`src/sync_pwm_phase_timer_consts.svh`:
```
//  Contract
// Synced count write presets all synced counters.
// Synced clear follows another synced channel's clear.
// PWM: match A sets pin A, B clears.
// Equal general registers leave PWM output unchanged.
// PWM duty reaches 0% and 100% cases.
// PWM makes pin A output; any clearing.
// Phase counting exists only on channel 2.
// Quad inputs count up/down, clock select ignored.
// Clear, pins, flags, run, registers stay effective.
// Both edges of both quad inputs count.
// Up/down chosen by edge and other level.
// Quad inputs keep 1.5/2.5 state minimums.
// Start level taken from output level setting.
// Output level written only while stopped; the code accepts level writes while running.
// Match raised when counter leaves matching value.
// Capture sets flag and copies counter.
// Wrap flag on FFFF to 0 or back.
// Flag clears by write 0 after read-1.
// Nine requests, each flag with enable.
// Priority channel 0 first, A, B, wrap; the code puts channels with a prio_reg bit set ahead of the rest.
// Request needs flag and its enable.
// PWM forces compare, no capture; the code still masks compare when a capture bit is set.
// Simultaneous A and B match suppressed in PWM.
// Synced byte write leaves all 16 bits equal.
// Clear select 00 none, 01 A, 10 B, 11 sync.
// Three identical channels with own state.
`ifndef SYNC_PWM_PHASE_TIMER_CONSTS_SVH
`define SYNC_PWM_PHASE_TIMER_CONSTS_SVH
`define RUN_OFS      12'h000
`define MODE_OFS     12'h004
`define LEVEL_OFS    12'h008
`define PRIO_OFS     12'h00c
`define STATUS_OFS   12'h010
`define ENABLE_OFS   12'h014
`define CH_BASE      12'h020
`define CH_STRIDE    12'h010
`define CTL_OFS      12'h000
`define CNT_OFS      12'h004
`define GRA_OFS      12'h008
`define GRB_OFS      12'h00c
`define MODE_SYNC_LSB 0
`define MODE_PWM_LSB  4
`define MODE_PHASE_BIT 8
`define CTL_CLR_LSB  0
`define CTL_CAPA_BIT 2
`define CTL_CAPB_BIT 3
`define CTL_PSC_LSB  4
`define CNT_RESET    16'h0000
`define GR_RESET     16'hffff
`define CNT_MAX      16'hffff
`endif

```
`src/sync_pwm_phase_timer_pkg.sv`:
```
package sync_pwm_phase_timer_pkg;
    typedef enum logic [1:0] {
        CLR_NONE = 2'b00,
        CLR_A    = 2'b01,
        CLR_B    = 2'b10,
        CLR_SYNC = 2'b11
    } clr_sel_e;
    typedef logic [15:0] count_t;
endpackage

```
`src/sync_pwm_phase_timer.sv`:
```
// The register addresses and the APB interface to the registers were decided locally.
`timescale 1ns/1ps
`include "sync_pwm_phase_timer_consts.svh"
module sync_pwm_phase_timer
    import sync_pwm_phase_timer_pkg::*;
(
    input  wire logic        pclk,
    input  wire logic        presetn,
    input  wire logic        psel,
    input  wire logic        penable,
    input  wire logic        pwrite,
    input  wire logic [11:0] paddr,
    input  wire logic [31:0] pwdata,
    input  wire logic [3:0]  pstrb,
    output logic [31:0]      prdata,
    output logic             pready,
    output logic             pslverr,
    input  wire logic [2:0]  pin_a_in,
    output logic [2:0]       pin_a_out,
    output logic [2:0]       pin_a_oe,
    input  wire logic [2:0]  pin_b_in,
    output logic [2:0]       pin_b_out,
    output logic [2:0]       pin_b_oe,
    input  wire logic        quad_input_a,
    input  wire logic        quad_input_b,
    output logic [8:0]       request,
    output logic [3:0]       top_request,
    output logic             any_request
);

////////////////////////////////////////////////////////////////////////////////

    function automatic logic [11:0] ch_addr(input int ch, input logic [11:0] o);
        ch_addr = 12'(`CH_BASE + ch * `CH_STRIDE) + o;
    endfunction

    // Channels whose priority bit is set go first; ties keep channel order.
    function automatic logic [3:0] top_pick(input logic [8:0] req,
                                            input logic [2:0] raise);
        logic [3:0] pick;
        pick = 4'hf;
        for (int pass = 1; pass >= 0; pass--) begin
            for (int c = 0; c < 3; c++) begin
                for (int k = 0; k < 3; k++) begin
                    if (raise[c] == pass[0] && req[c*3+k] && pick == 4'hf) begin
                        pick = 4'(c * 3 + k);
                    end
                end
            end
        end
        top_pick = pick;
    endfunction

////////////////////////////////////////////////////////////////////////////////

    logic        wr_en;
    logic        rd_en;
    logic [2:0]  run_reg;
    logic [2:0]  run_q_reg;
    logic [8:0]  mode_reg;
    logic [5:0]  level_reg;
    logic [2:0]  prio_reg;
    logic [8:0]  flags_reg;
    logic [8:0]  seen_reg;
    logic [8:0]  enable_reg;
    logic [2:0]  presc_reg;
    logic        qa_q_reg;
    logic        qb_q_reg;
    logic [8:0]  flag_set;
    logic [2:0]  sync_clr;
    logic [2:0]  clr_v;
    logic [2:0]  tick_v;
    logic [2:0]  ma_v;
    logic [2:0]  mb_v;
    logic [2:0]  capa_v;
    logic        q_up;
    logic        q_dn;
    logic [2:0]  cnt_hit;
    logic [1:0]  wr_ch;
    logic        cnt_wr;
    count_t      load_val;
    count_t      cnt_view [3];
    count_t      gra_view [3];
    count_t      grb_view [3];
    logic [5:0]  ctl_view [3];
    logic [31:0] rd_data;
    logic        addr_ok;
    logic [2:0]  sync_sel;
    logic [2:0]  pwm_sel;

    assign wr_en    = psel & penable & pwrite;
    assign rd_en    = psel & penable & ~pwrite;
    assign pready   = psel & penable;
    assign sync_sel = mode_reg[`MODE_SYNC_LSB +: 3];
    assign pwm_sel  = mode_reg[`MODE_PWM_LSB +: 3];

    always_ff @(posedge pclk or negedge presetn) begin
        if (!presetn) begin
            run_reg    <= 3'h0;
            mode_reg   <= 9'h000;
            level_reg  <= 6'h00;
            prio_reg   <= 3'h0;
            enable_reg <= 9'h000;
        end else if (wr_en) begin
            if (paddr == `RUN_OFS) run_reg <= pwdata[2:0];
            if (paddr == `MODE_OFS) mode_reg <= pwdata[8:0];
            if (paddr == `LEVEL_OFS) level_reg <= pwdata[5:0];
            if (paddr == `PRIO_OFS) prio_reg <= pwdata[2:0];
            if (paddr == `ENABLE_OFS) enable_reg <= pwdata[8:0];
        end
    end

    always_ff @(posedge pclk or negedge presetn) begin
        if (!presetn) begin
            run_q_reg <= 3'h0;
            presc_reg <= 3'h0;
            qa_q_reg  <= 1'b0;
            qb_q_reg  <= 1'b0;
        end else begin
            run_q_reg <= run_reg;
            presc_reg <= presc_reg + 3'h1;
            qa_q_reg  <= quad_input_a;
            qb_q_reg  <= quad_input_b;
        end
    end

    // Edges are seen once per clock, so the source must respect the minimum
    // phase gap and pulse width or steps are lost.
    always_comb begin
        q_up = (quad_input_b & ~qb_q_reg & ~quad_input_a)
             | (quad_input_a & ~qa_q_reg &  quad_input_b)
             | (~quad_input_b & qb_q_reg &  quad_input_a)
             | (~quad_input_a & qa_q_reg & ~quad_input_b);
        q_dn = (quad_input_b & ~qb_q_reg &  quad_input_a)
             | (quad_input_a & ~qa_q_reg & ~quad_input_b)
             | (~quad_input_b & qb_q_reg & ~quad_input_a)
             | (~quad_input_a & qa_q_reg &  quad_input_b);
    end

    // A count write to a synced channel fans out to every synced counter with the merged word.
    always_comb begin
        wr_ch    = 2'd0;
        cnt_wr   = 1'b0;
        load_val = cnt_view[0];
        for (int c = 0; c < 3; c++) begin
            if (wr_en && paddr == ch_addr(c, `CNT_OFS)) begin
                wr_ch    = 2'(c);
                cnt_wr   = 1'b1;
                load_val = cnt_view[c];
            end
        end
        if (pstrb[0]) load_val[7:0] = pwdata[7:0];
        if (pstrb[1]) load_val[15:8] = pwdata[15:8];
    end

////////////////////////////////////////////////////////////////////////////////

    genvar i;
    generate
        for (i = 0; i < 3; i++) begin : ch
            logic [5:0] ctl_reg;
            count_t     cnt_reg;
            count_t     gra_reg;
            count_t     grb_reg;
            logic       out_a_reg;
            logic       out_b_reg;
            logic       pa_q_reg;
            logic       pb_q_reg;
            logic       phase;
            logic       pwm;
            logic       up;
            logic       tick;
            logic       cap_a;
            logic       cap_b;
            logic       eq_a;
            logic       eq_b;
            logic       m_a;
            logic       m_b;
            logic       clr_own;
            logic       clr;
            logic       load;
            logic       wrap;
            logic [1:0] psc;
            clr_sel_e   csel;

            assign phase = (i == 2) && mode_reg[`MODE_PHASE_BIT];
            assign pwm   = pwm_sel[i];
            assign psc   = ctl_reg[`CTL_PSC_LSB +: 2];
            assign csel  = clr_sel_e'(ctl_reg[`CTL_CLR_LSB +: 2]);
            assign up    = phase ? q_up : 1'b1;
            // Phase mode overrides the clock source, not the run bit.
            assign tick  = run_reg[i] & (phase ? (q_up | q_dn)
                         : (psc == 2'd0) | (presc_reg[1:0] == 2'd3 && psc == 2'd3)
                         | (presc_reg[0] && psc == 2'd1)
                         | (presc_reg[1:0] == 2'd1 && psc == 2'd2));
            // Capture is blocked in PWM; a set capture bit still blocks compare.
            assign cap_a = ctl_reg[`CTL_CAPA_BIT] & ~pwm & pin_a_in[i] & ~pa_q_reg;
            assign cap_b = ctl_reg[`CTL_CAPB_BIT] & ~pwm & pin_b_in[i] & ~pb_q_reg;
            // Match fires as the counter leaves the value.
            assign eq_a  = tick & (cnt_reg == gra_reg) & ~ctl_reg[`CTL_CAPA_BIT];
            assign eq_b  = tick & (cnt_reg == grb_reg) & ~ctl_reg[`CTL_CAPB_BIT];
            assign m_a   = eq_a & ~(pwm & eq_b);
            assign m_b   = eq_b & ~(pwm & eq_a);
            assign clr_own = (csel == CLR_A & (m_a | cap_a))
                           | (csel == CLR_B & (m_b | cap_b));
            assign sync_clr[i] = clr_own & sync_sel[i];
            assign clr = clr_own | (csel == CLR_SYNC & sync_sel[i]
                       & |(sync_clr & ~(3'b001 << i)));
            assign load = cnt_wr & (wr_ch == 2'(i)
                        | (sync_sel[i] & sync_sel[wr_ch]));
            assign wrap = tick & ~clr & (up ? cnt_reg == `CNT_MAX
                                            : cnt_reg == `CNT_RESET);

            assign flag_set[i*3]   = m_a | cap_a;
            assign flag_set[i*3+1] = m_b | cap_b;
            assign flag_set[i*3+2] = wrap;
            assign clr_v[i]  = clr;
            assign tick_v[i] = tick;
            assign ma_v[i]   = m_a;
            assign mb_v[i]   = m_b;
            assign capa_v[i] = cap_a;
            assign cnt_view[i] = cnt_reg;
            assign gra_view[i] = gra_reg;
            assign grb_view[i] = grb_reg;
            assign ctl_view[i] = ctl_reg;
            assign pin_a_out[i] = out_a_reg;
            assign pin_b_out[i] = out_b_reg;
            assign pin_a_oe[i]  = pwm | ~ctl_reg[`CTL_CAPA_BIT];
            assign pin_b_oe[i]  = ~pwm & ~ctl_reg[`CTL_CAPB_BIT];

            // Clear beats a write, and a write beats a count step.
            always_ff @(posedge pclk or negedge presetn) begin
                if (!presetn) begin
                    cnt_reg <= `CNT_RESET;
                end else if (clr) begin
                    cnt_reg <= `CNT_RESET;
                end else if (load) begin
                    cnt_reg <= load_val;
                end else if (tick) begin
                    cnt_reg <= up ? cnt_reg + 16'h0001 : cnt_reg - 16'h0001;
                end
            end

            // Capture wins over a register write in the same cycle.
            always_ff @(posedge pclk or negedge presetn) begin
                if (!presetn) begin
                    ctl_reg <= 6'h00;
                    gra_reg <= `GR_RESET;
                    grb_reg <= `GR_RESET;
                end else begin
                    if (wr_en && paddr == ch_addr(i, `CTL_OFS)) ctl_reg <= pwdata[5:0];
                    if (cap_a) gra_reg <= cnt_reg;
                    else if (wr_en && paddr == ch_addr(i, `GRA_OFS))
                        gra_reg <= pwdata[15:0];
                    if (cap_b) grb_reg <= cnt_reg;
                    else if (wr_en && paddr == ch_addr(i, `GRB_OFS))
                        grb_reg <= pwdata[15:0];
                end
            end

            always_ff @(posedge pclk or negedge presetn) begin
                if (!presetn) begin
                    out_a_reg <= 1'b0;
                    out_b_reg <= 1'b0;
                    pa_q_reg  <= 1'b0;
                    pb_q_reg  <= 1'b0;
                end else begin
                    pa_q_reg <= pin_a_in[i];
                    pb_q_reg <= pin_b_in[i];
                    if (run_reg[i] & ~run_q_reg[i]) begin
                        out_a_reg <= level_reg[i*2];
                        out_b_reg <= level_reg[i*2+1];
                    end else if (pwm) begin
                        if (m_a) out_a_reg <= 1'b1;
                        else if (m_b) out_a_reg <= 1'b0;
                    end else begin
                        if (m_a) out_a_reg <= ~out_a_reg;
                        if (m_b) out_b_reg <= ~out_b_reg;
                    end
                end
            end
        end
    endgenerate

////////////////////////////////////////////////////////////////////////////////

    // A hardware set in the same cycle as a clear keeps the flag.
    always_ff @(posedge pclk or negedge presetn) begin
        if (!presetn) begin
            flags_reg <= 9'h000;
            seen_reg  <= 9'h000;
        end else begin
            if (rd_en && paddr == `STATUS_OFS) begin
                // Arm only what software saw as 1 in the setup cycle.
                seen_reg <= seen_reg | prdata[8:0];
            end else if (wr_en && paddr == `STATUS_OFS) begin
                seen_reg <= seen_reg & pwdata[8:0];
            end
            if (wr_en && paddr == `STATUS_OFS) begin
                flags_reg <= flag_set
                           | (flags_reg & ~(seen_reg & ~pwdata[8:0]));
            end else begin
                flags_reg <= flags_reg | flag_set;
            end
        end
    end

    assign request     = flags_reg & enable_reg;
    assign top_request = top_pick(request, prio_reg);
    assign any_request = |request;

    always_comb begin
        rd_data = 32'h0000_0000;
        addr_ok = 1'b1;
        unique case (paddr)
            `RUN_OFS:    rd_data[2:0] = run_reg;
            `MODE_OFS:   rd_data[8:0] = mode_reg;
            `LEVEL_OFS:  rd_data[5:0] = level_reg;
            `PRIO_OFS:   rd_data[2:0] = prio_reg;
            `STATUS_OFS: rd_data[8:0] = flags_reg;
            `ENABLE_OFS: rd_data[8:0] = enable_reg;
            default: begin
                addr_ok = 1'b0;
                for (int c = 0; c < 3; c++) begin
                    if (paddr == ch_addr(c, `CTL_OFS)) begin
                        rd_data[5:0] = ctl_view[c];
                        addr_ok = 1'b1;
                    end
                    if (paddr == ch_addr(c, `CNT_OFS)) begin
                        rd_data[15:0] = cnt_view[c];
                        addr_ok = 1'b1;
                    end
                    if (paddr == ch_addr(c, `GRA_OFS)) begin
                        rd_data[15:0] = gra_view[c];
                        addr_ok = 1'b1;
                    end
                    if (paddr == ch_addr(c, `GRB_OFS)) begin
                        rd_data[15:0] = grb_view[c];
                        addr_ok = 1'b1;
                    end
                end
            end
        endcase
    end

    // Read data is captured in the setup cycle so it leaves a flip-flop.
    always_ff @(posedge pclk or negedge presetn) begin
        if (!presetn) begin
            prdata <= 32'h0000_0000;
        end else if (psel & ~penable) begin
            prdata <= rd_data;
        end
    end

    assign pslverr = psel & penable & ~addr_ok;

////////////////////////////////////////////////////////////////////////////////

    sync_preset_a: assert property (@(posedge pclk) disable iff (!presetn)
        cnt_wr && wr_ch == 2'd0 && sync_sel[1:0] == 2'b11 && clr_v[1:0] == 2'b00
        |=> cnt_view[0] == cnt_view[1]) else $error("synced preset differs");
    sync_clear_a: assert property (@(posedge pclk) disable iff (!presetn)
        sync_clr[0] && sync_sel[1] && ctl_view[1][1:0] == 2'b11
        |-> clr_v[1]) else $error("synced clear missed");
    pwm_high_a: assert property (@(posedge pclk) disable iff (!presetn)
        pwm_sel[0] && ma_v[0] && !(run_reg[0] && !run_q_reg[0])
        |=> pin_a_out[0]) else $error("pwm did not rise");
    pwm_equal_a: assert property (@(posedge pclk) disable iff (!presetn)
        pwm_sel[0] && gra_view[0] == grb_view[0] && ctl_view[0][3:2] == 2'b00
        |-> !ma_v[0] && !mb_v[0]) else $error("equal match not suppressed");
    pwm_pin_a: assert property (@(posedge pclk) disable iff (!presetn)
        pwm_sel[0] |-> pin_a_oe[0]) else $error("pwm pin not driven");
    quad_up_a: assert property (@(posedge pclk) disable iff (!presetn)
        mode_reg[`MODE_PHASE_BIT] && run_reg[2] && q_up && !clr_v[2] && !cnt_wr
        |=> cnt_view[2] == $past(cnt_view[2]) + 16'h0001)
        else $error("quad up step lost");
    capture_a: assert property (@(posedge pclk) disable iff (!presetn)
        capa_v[1] |=> gra_view[1] == $past(cnt_view[1]) && flags_reg[3])
        else $error("capture not taken");
    flag_keep_a: assert property (@(posedge pclk) disable iff (!presetn)
        flags_reg[2] && !seen_reg[2] |=> flags_reg[2])
        else $error("flag cleared without read");
    wrap_set_a: assert property (@(posedge pclk) disable iff (!presetn)
        tick_v[1] && !clr_v[1] && cnt_view[1] == `CNT_MAX
        |=> flags_reg[5]) else $error("wrap flag not set");
    req_gate_a: assert property (@(posedge pclk) disable iff (!presetn)
        request[3] |-> flags_reg[3] && enable_reg[3])
        else $error("request without enable");

    cover property (@(posedge pclk) disable iff (!presetn) pwm_sel[0] && ma_v[0]);
    cover property (@(posedge pclk) disable iff (!presetn) q_dn && run_reg[2]);
    cover property (@(posedge pclk) disable iff (!presetn) sync_clr[0] && clr_v[1]);
    cover property (@(posedge pclk) disable iff (!presetn) capa_v[1]);

endmodule

```
`config.mk`:
```
export PLATFORM = sky130hd
export DESIGN_NAME = sync_pwm_phase_timer
export DESIGN_NICKNAME = d
export VERILOG_FILES = /design/src/sync_pwm_phase_timer_pkg.sv /design/src/sync_pwm_phase_timer.sv
export VERILOG_INCLUDE_DIRS = /design/src
export SDC_FILE = /design/constraint.sdc
export NUM_CORES = 1
export LEC_CHECK = 0
export ABC_AREA = 1
export BUFFER_PORTS_ARGS = -buffer_cell sky130_fd_sc_hd__clkbuf_2
export CAP_MARGIN = 10
export CELL_PAD_IN_SITES_DETAIL_PLACEMENT = 1
export CELL_PAD_IN_SITES_GLOBAL_PLACEMENT = 2
export CORE_AREA = 2 2 246 224
export DETAILED_ROUTE_END_ITERATION = 10
export DIE_AREA = 0 0 248 226
export GPL_ROUTABILITY_DRIVEN = 0
export PLACE_DENSITY_LB_ADDON = 0.1
export SYNTH_ARGS = -nofsm -noshare
export SYNTH_HDL_FRONTEND = slang
export SYNTH_SLANG_ARGS = --single-unit
```
`constraint.sdc`:
```
create_clock -name pclk -period 3.3 [get_ports pclk]
set_input_delay 0 -clock pclk [delete_from_list [all_inputs] [get_ports pclk]]
set_output_delay 0 -clock pclk [all_outputs]
set_load 0.005 [all_outputs]
```
* Word level (Yosys, flattened, before mapping)
Cells that the tools add are included.
Storage, ports and cells: register bits after elaboration 246, bits in latches 0, memory bits (writable) 0, ROM bits 0, input bits 61, logic and storage cells 502, memories 0
Operators by class: $add $sub $neg 5, multipliers 0, div/mod/pow operators 0, magnitude comparators 1, equality and inequality tests 68, shift operators 0, muxes and demuxes 110, bitwise operators 181, reductions and logical operators 101
Operator list (count):
- $mux W16 | 33
- $eq A12 B6 Y1 const B | 8
- $eq A16 B16 Y1 | 6
- $and A1 B1 Y1 | 95
- $mux W4 | 18
- $eq A4 B4 Y1 const B | 17
- $logic_and A1 B1 Y1 | 58
- $add A16 B1 Y16 const B | 3
- $eq A12 B7 Y1 const B | 4
- $eq A16 B16 Y1 const B | 3
- $mux W1 | 45
- $not A1 Y1 | 43
- $and A9 B9 Y9 | 4
- $or A1 B1 Y1 | 34
- $eq A2 B2 Y1 const B | 14
- $mux W9 | 3
- $or A9 B9 Y9 | 3
- $reduce_bool A3 Y1 | 9
- $eq A12 B4 Y1 const B | 2
- $eq A12 B5 Y1 const B | 2
- $reduce_and A2 Y1 | 11
- $reduce_bool A2 Y1 | 10
- $mux W6 | 3
- $not A9 Y9 | 2
- 20 further kinds | 36

* Longest topological paths before layout
Gate-level depths: netlist (run 1).
word-level depth 54, gate-level depth with buffers 19

* Worst setup path before layout (run 1)
Ideal clock, no wire load.
kind reg2reg, start register qb_q_reg, end register ch[2].cnt_reg[15], library setup time 118 ps, arrival time 3371 ps, required time 3182 ps, setup slack -189 ps, stages on the path, launching flop included 14, path buffers 0, clock period less this slack 3489 ps, path through dfrtp_1 -> nand2_1 -> o22ai_1 -> a211oi_1 -> ha_1 -> inv_1 -> nor3_1 -> a21oi_1 -> or3b_2 -> o2111ai_1 -> xnor2_1 -> a21oi_1 -> nand4_1 -> nand2_1
Between the ends: longest elaborated chain between the ends 19, elaborated cells between the ends (all ways) 38, classes of those cells mux (6); bitwise (31); reduce/logical (1)
Ends and longest elaborated chain:
- from (decl) | RTL line sync_pwm_phase_timer.sv:68 | logic qb_q_reg;
- from (signal assigned) | RTL line sync_pwm_phase_timer.sv:123 | qb_q_reg <= quad_input_b;
- $not A1 Y1 | RTL line sync_pwm_phase_timer.sv:130, sync_pwm_phase_timer.sv:134
- $and A1 B1 Y1 | RTL line sync_pwm_phase_timer.sv:130, sync_pwm_phase_timer.sv:134
- $and A1 B1 Y1 (on tied branches) | RTL line sync_pwm_phase_timer.sv:130, sync_pwm_phase_timer.sv:134
- $or A1 B1 Y1 (on tied branches) | RTL line sync_pwm_phase_timer.sv:131, sync_pwm_phase_timer.sv:135
- $or A1 B1 Y1 (on tied branches) | RTL line sync_pwm_phase_timer.sv:132, sync_pwm_phase_timer.sv:136
- $or A1 B1 Y1 (on tied branches) | RTL line sync_pwm_phase_timer.sv:133, sync_pwm_phase_timer.sv:137
- $or A1 B1 Y1 | RTL line sync_pwm_phase_timer.sv:192 | assign tick = run_reg[i] & (phase ? (q_up | q_dn)
- $mux W1 | RTL line sync_pwm_phase_timer.sv:192
- [3 not listed]
- $and A1 B1 Y1 (on tied branches) | RTL line sync_pwm_phase_timer.sv:202, sync_pwm_phase_timer.sv:203
- $not A1 Y1 (on tied branches) | RTL line sync_pwm_phase_timer.sv:202, sync_pwm_phase_timer.sv:203
- $and A1 B1 Y1 (on tied branches) | RTL line sync_pwm_phase_timer.sv:202, sync_pwm_phase_timer.sv:203
- $or A1 B1 Y1 (on tied branches) | RTL line sync_pwm_phase_timer.sv:204, sync_pwm_phase_timer.sv:205
- $and A1 B1 Y1 (on tied branches) | RTL line sync_pwm_phase_timer.sv:204, sync_pwm_phase_timer.sv:205
- $or A1 B1 Y1 | RTL line sync_pwm_phase_timer.sv:205 | | (csel == CLR_B & (m_b | cap_b));
- $or A1 B1 Y1 | RTL line sync_pwm_phase_timer.sv:207 | assign clr = clr_own | (csel == CLR_SYNC & sync_sel[i]
- $reduce_bool A3 Y1 (no source line) or $mux W16 (tied branches)
- to (signal assigned) | RTL line sync_pwm_phase_timer.sv:234 | cnt_reg <= `CNT_RESET;
- to (signal assigned) | RTL line sync_pwm_phase_timer.sv:236 | cnt_reg <= `CNT_RESET;
- to (signal assigned) | RTL line sync_pwm_phase_timer.sv:238 | cnt_reg <= load_val;
- to (decl) | RTL line sync_pwm_phase_timer.sv:162 | count_t cnt_reg;
Parallel ways exist; a longest one is shown, timed or not. The select of a mux whose other input is x is not followed. A chain may end at the register's enable or synchronous reset.

* Worst setup path after layout (run 1)
Same ends and word-level chain as after synthesis.

==> reports/qor.yml, run 1 <==
timing:
  tightest_slew_ns: 0.981
  min_period_ns: 3.06
  rsz0062_at_grt: "no"
  setup_ws_ns: 0.243
  clock.fmax_mhz: 327
  hold_violations: 0
  fin_crit_sh_pct: 92.6
  slew_headroom_pct: 33.9
  drv_slew: 0
  finClkSkew_ns: 0.0194
  setup_tns_ns: 0
  setup-violations-final: 0
detailed_routing:
  avgViaCountPerCell: 5.55
  dr.pass1.iters: 6
  vias: 18326
  drc_errors: 0
  ant_nets: 0
  wl_per_cell_um: 25.0
  finalWirelength_um: 82700
  drt_iter0_markers: 1230
critical_path:
  start_kind: "flip-flop"
  reg2reg_to: "ch[2].cnt_reg[15]"
  cp-startpoint: "qb_q_reg"
  path_cells: "nor2_1, inv_1, o21ai_0, a211oi_2, buf_12, ha_1, inv_1, nor3_1, a21oi_1, or3b_2, o2111ai_1, xnor2_1, a21oi_1, nand4_1, nand2_1"
  setup.worst_path.class: "flip-flop to flip-flop"
  max_stage_delay_ns: 0.46
  timing.rr.start: "qb_q_reg"
  ff2ff_setup_slack_ns: 0.24
  worstPathRequired_ns: 3.74
  cp_slowest_cell: "or3b_2"
  cp_data_arrival_time_ns: 3.50
  r2r_cells: 15
  endpoint_kind: "flip-flop"
  worst-path-max-fanout: 18
synth:
  yosys_warnings: 0
  synthMuxAreaShare_pct: 0.125
  ys_async_sr_fraction_pct: 100
  synth-simple-area-share_pct: 26.5
  synth_compound_area_share_pct: 21.5
  synth_top_family_by_area: "simple AND/OR/NAND/NOR gates"
  yosys_register_bits: 245
  yosysTopAreaCell: "dfrtp_1"
  synth-xor-area-share_pct: 3.15
  syn_inst: 2400
  synth_top_area_share_pct: 22.0
  ys_seq_area_share_pct: 36.8
  syn_area_um2: 17000
  synth_flop_cell: "dfrtp_1"
  ys_types: 66
  synth_area_leaders: "dfrtp_1, dfstp_2, nand2_1"
  syn-mean-instance-area_um2: 7.08
  synth.most_common_cell: "nand2_1"
  synth_edf_count: 0
  ys_top_cells_by_count: "nand2_1, inv_1, o21ai_0, nor2_1, dfrtp_1"
  synth_fa_ha_area_share_pct: 1.44
floorplanning:
  core_area_um2: 53600
  start_util_pct: 31.7
  ios: 121
  dieArea_um2: 56000
  rows: 81
  die_h_um: 226
  die_w_um: 248
power:
  p_per_area_nw_per_um2: 376
  irDropWorstVdd_mv: 0.350
  p_leak_uw: 0.00941
cts:
  clock_latency_ns: 0.56
  cts_buffers: 34
  cts_tree: "built"
  htreeDepth: 2
  cts_sinks: 245
  cts_buffer_depth: 3
  cts.clk_slew.worst_paths_ns: 0.06
  cts-root-buf: "clkbuf_16"
layout:
  num_antenna_cells: 0
  drive_gt1_share_pct: 16.5
  fillers: 6696
  layout.nets: 2650
  syn_to_final_growth_pct: 19.3
status:
  status: "finished clean"
run:
  maxCapViolations: 0
hold_path:
  min_path_cells: 3
  hold_end: "ch[0].grb_reg[3]"
  hold_class: "primary input to flip-flop"
  hold_start: "pwdata[3]"
placed_design:
  port_buffers: 86
  dp_hpwl_um: 63800
  dpl_worst_slack_ns: 0.276
global_routing:
  grt_pass1_vias: 18536
  grt-ovfl-total: 0
  grt_max_degree: 90
  antenna_found_initial: 0
  grt_use_total_pct: 29.7
  grt_pass1_wl_um: 123000
## layer usage
metal | vias to the layer above | share of wire [%] | track usage [%]
met5 | - | 0 | 0
met1 | 9314 | 47 | 41.8
met2 | 452 | 46 | 47.4
li1 | 8448 | - | -
met3 | 112 | 4.3 | 3.11
met4 | 0 | 3.2 | 9.93
## through the flow
| step | util (%) | hold slack (ns) | power, µW | cell area (µm²) | std cells |
|---|---|---|---|---|---|
| 4_1_cts | 37.7 | 0.0110 | 7700 | 20200 | 3297 |
| 5_1_grt | 37.8 | 0.0235 | 7870 | 20300 | 3301 |
| 3_5_place_dp | 35.1 | 0.105 | 3790 | 18800 | 3208 |
| 2_1_floorplan | - | -0.296 | 3470 | 17000 | 2415 |
| 3_3_place_gp | 35.1 | 0.110 | 3780 | 18800 | 3208 |
| 6_report | 37.8 | 0.0160 | 7610 | 20300 | 3301 |
## layout by cell type (no fill, tap or decap), types with 5 or more instances in the layout
cell / netlist / final
o2111ai_1: 25 / 25
inv_2: 5 / 5
conb_1: 1 / 16
nor3_2: 5 / 6
dlygate4sd3_1: 0 / 27
nor3_1: 46 / 44
o21ai_1: 16 / 13
clkbuf_8: 0 / 9
nor2_1: 249 / 245
nor4_1: 22 / 22
inv_1: 291 / 291
o221ai_1: 14 / 14
buf_12: 0 / 8
o211ai_1: 80 / 80
clkbuf_16: 0 / 34
dfstp_2: 96 / 96
ha_1: 18 / 18
xor2_1: 42 / 42
a221oi_1: 10 / 10
o21ai_0: 250 / 248
nand4_1: 70 / 70
clkbuf_2: 1 / 85
dfrtp_1: 149 / 147
clkinv_1: 9 / 9
nand3b_1: 6 / 6
nand2_2: 8 / 9
o21a_1: 6 / 6
a211oi_1: 6 / 5
nand2_1: 508 / 507
buf_4: 28 / 120
xnor2_1: 19 / 19
o21ai_2: 2 / 7
nor2_2: 6 / 8
nand3_1: 79 / 79
clkbuf_1: 63 / 10
or2_2: 6 / 6
a21oi_1: 126 / 125
o22ai_1: 50 / 50
a31oi_1: 19 / 19
## worst max path at each step
stage                              endpoint  slack [ns]  depth (start not counted)
after global routing      ch[2].cnt_reg[14]        0.02                         18
after floorplan           ch[2].cnt_reg[15]        0.36                         13
after global placement    ch[2].cnt_reg[15]        0.31                         15
after CTS                    top_request[1]      0.0001                         19
final                     ch[2].cnt_reg[15]        0.24                         15
after detailed placement  ch[2].cnt_reg[15]        0.28                         15
## cells by family (layout without fill, tap and decap cells)
group           after synthesis  count (layout)
simple gates               1026            1026
fa+ha+maj                    19              19
flops                       245             245
other cells                   1              16
compound gates              618             618
buf+inv                     428             609
xor+xnor                     61              61
mux                           2               2
## timing repair
item	in CTS	in global routing
endpoints found under the hold margin	158	0
hold buffers	27	0
setup buffers	0	4
gates resized for setup	0	11
endpoints found under the setup margin	0	4
## area by class of cell
class	instances	area, µm²	area share [%]
clock buffers	53	1010	4.99
clock inverters	9	114	0.562
inverters	306	1150	5.68
multi-input cells	1742	9080	44.8
flip-flops and latches	245	6250	30.9
well taps	705	882	4.35
repair buffers	241	1770	8.74
## critical path: cells and delay by family, from the launching register on
kind | cells | cell delay [ns]
simple gates | 5 | 1.09
compound gates | 5 | 0.62
flops | 1 | 0.37
fa+ha+maj | 1 | 0.35
buf+inv | 3 | 0.33
xor+xnor | 1 | 0.15
## power by group
part / internal (µW) / switching (µW)
clock: 2280 / 1570
sequential: 3110 / 78.2
combinational: 175 / 399
total: 5560 / 2050
(Power assumes the default switching activity.)
==> inputs of run 2 (changes only) <==
--- a/config.mk
+++ b/config.mk
@@ -6,14 +6,13 @@
 export SDC_FILE = /design/constraint.sdc
 export NUM_CORES = 1
 export LEC_CHECK = 0
-export ABC_AREA = 1
 export BUFFER_PORTS_ARGS = -buffer_cell sky130_fd_sc_hd__clkbuf_2
 export CAP_MARGIN = 10
 export CELL_PAD_IN_SITES_DETAIL_PLACEMENT = 1
 export CELL_PAD_IN_SITES_GLOBAL_PLACEMENT = 2
-export CORE_AREA = 2 2 246 224
+export CORE_AREA = 2 2 230 210
 export DETAILED_ROUTE_END_ITERATION = 10
-export DIE_AREA = 0 0 248 226
+export DIE_AREA = 0 0 232 212
 export GPL_ROUTABILITY_DRIVEN = 0
 export PLACE_DENSITY_LB_ADDON = 0.1
 export SYNTH_ARGS = -nofsm -noshare
==> run 2 against run 1 <==
  * Synthesized cell count decreased by 24%
  * Power increased by 9.0%
  * Non-clock buffer count is 44 higher
  * Fmax decreased by 6.1%
  * Sequential share of layout area up 0.47 points
  * Register-to-register slack worse by 0.17 ns
  * Clock power rose by 2%
  * Synthesized area fell by 4.5%
  * Largest cell class unchanged
  * Largest power group unchanged
==> reports/qor.yml, run 2 <==
status:
  status: "finished clean"
layout:
  fillers: 5421
  drive_gt1_share_pct: 28.0
  num_antenna_cells: 0
  multiInputGateArea_um2: 9540
  finalNonFillerCells: 2627
  regArea_um2: 6260
  syn_to_final_growth_pct: 23.1
  layout_common_cells: "buf_4, nor2_1, nand2_1"
  layout.nets: 2060
  final_common_cell: "buf_4"
  fin_util_pct: 42.5
cts:
  cts_tree: "built"
  clock_latency_ns: 0.56
  cts-root-buf: "clkbuf_16"
  cts.clk_slew.worst_paths_ns: 0.06
  cts_sinks: 245
  htreeDepth: 2
  cts_buffer_depth: 3
  cts_buffers: 34
critical_path:
  endpoint_kind: "output port"
  crit_family: "compound AO/OA/AOI/OAI gates"
  reg2reg_to: "ch[1].cnt_reg[11]"
  worst-path-max-fanout: 6
  timing.rr.start: "ch[0].grb_reg[0]"
  path_depth: 10
  setup.worst_path.class: "flip-flop to output port"
  path_cells: "nand2_4, clkinvlp_4, o31ai_4, a211oi_4, a211oi_1, o31ai_2, or4_4, nor4b_4, a211oi_2, buf_2"
  cp.buffers_inverters: 2
  crit_end: "top_request[0]"
  cp_slowest_cell: "or4_4"
  cp_data_arrival_time_ns: 3.26
  ff2ff_setup_slack_ns: 0.07
  worstPathRequired_ns: 3.30
  start_kind: "flip-flop"
  r2r_cells: 13
  cp-startpoint: "enable_reg[3]"
  max_stage_delay_ns: 0.52
synth:
  synth.most_common_cell: "nor2_1"
  syn_area_um2: 16200
  syn-mean-instance-area_um2: 8.95
  synth_top_area_share_pct: 23.0
  ys_top_cells_by_count: "nor2_1, nand2_1, dfrtp_1, a21oi_1, o21ai_0"
  yosys_register_bits: 245
  syn_inst: 1813
  ys_types: 90
  yosys_warnings: 0
  yosysTopAreaCell: "dfrtp_1"
  ys_async_sr_fraction_pct: 100
  synth_area_leaders: "dfrtp_1, dfstp_2, mux2i_1"
  synth_flop_cell: "dfrtp_1"
  synth_edf_count: 0
  ys_seq_area_share_pct: 38.5
floorplanning:
  dieArea_um2: 49200
  die_h_um: 212
  core_area_um2: 47100
  rows: 76
  start_util_pct: 34.5
  ios: 121
  die_w_um: 232
power:
  p_leak_uw: 0.00819
  power.total_uw: 8300
  p_per_area_nw_per_um2: 415
  irDropWorstVdd_mv: 0.263
placed_design:
  placed_cells: 2534
  port_buffers: 86
  dp_hpwl_um: 54400
  dpl_worst_slack_ns: -0.126
detailed_routing:
  drt_iter0_markers: 1364
  drc_errors: 0
  ant_nets: 0
  finalWirelength_um: 74400
  vias: 15445
  avgViaCountPerCell: 5.88
  wl_per_cell_um: 28.3
  dr.pass1.iters: 6
timing:
  clock.fmax_mhz: 307
  whs_ns: 0.0160
  hold_violations: 0
  tightest_slew_ns: 0.787
  drv_slew: 0
  min_period_ns: 3.26
  fin_crit_sh_pct: 98.7
  setup_ws_ns: 0.0435
  slew_headroom_pct: 47.5
  finClkSkew_ns: 0.0344
  rsz0062_at_grt: "yes"
  setup-violations-final: 0
global_routing:
  grt_pass1_vias: 15617
  antenna_found_initial: 1
  grt_use_total_pct: 30.1
  grt_max_degree: 72
  grt_pass1_wl_um: 108000
  grt-ovfl-total: 0
hold_path:
  hold_class: "primary input to asynchronous set/reset pin"
run:
  maxCapViolations: 0
-- run 2: worst min path at each step --
| stage | slack [ns] | cells after the start | start | end |
|---|---|---|---|---|
| after detailed placement | 0.04 | 1 | presetn | ch[0].pa_q_reg |
| after CTS | 0.001 | 4 | psel | prdata[9] |
| after floorplan | -0.30 | 0 | presetn | ch[0].cnt_reg[0] |
| final | 0.02 | 2 | presetn | ch[0].pb_q_reg |
| after global routing | 0.03 | 4 | psel | prdata[9] |
| after global placement | 0.04 | 1 | presetn | ch[0].pa_q_reg |
-- run 2: layout make-up --
type,instances,share of cell area (%)
Multi-Input combinational cell,1387,47.7
Tap cell,624,3.91
Sequential cell,245,31.3
Timing Repair Buffer,285,10.7
Inverter,27,0.526
Clock inverter,12,0.864
Clock buffer,47,4.91
-- run 2: logic make-up (layout without fill, tap and decap cells) --
logic type	after synthesis	count (layout)	share of synthesized area, %
buf+inv	196	371	5.41
xor+xnor	143	143	7.72
compound gates	465	465	19.2
fa+ha+maj	19	19	1.51
flops	245	245	38.5
mux	154	154	9.85
simple gates	590	590	17.7
other cells	1	16	0.0231
-- run 2: metrics by stage --
| stage | instance area [µm²] | setup TNS (ns) |
|---|---|---|
| after global placement | 18200 | -0.0385 |
| after CTS | 19700 | -0.00922 |
| after floorplan | 16300 | 0 |
| after global routing | 20000 | -0.498 |
| final | 20000 | 0 |
| after detailed placement | 18200 | -0.126 |
-- run 2: what timing repair did --
action / 4_1_cts / 5_1_grt
buffers inserted: 4 / 12
hold buffers: 18 / 0
pin swaps: 3 / 21
endpoints found under the setup margin: 6 / 18
resized for setup: 24 / 47
endpoints found under the hold margin: 179 / 0
-- run 2: power by group --
group          switching [µW]  internal [µW]
Sequential                219           3170
Clock                    1530           2390
Combinational             580            409
-- run 2: routing by layer --
metal / track usage [%] / part of all wire, % / up-vias
met2: 47.1 / 45 / 471
met1: 42.3 / 46 / 7968
li1: - / - / 6889
met5: 0 / 0.017 / -
met4: 9.00 / 3.0 / 2
met3: 5.69 / 6.0 / 115
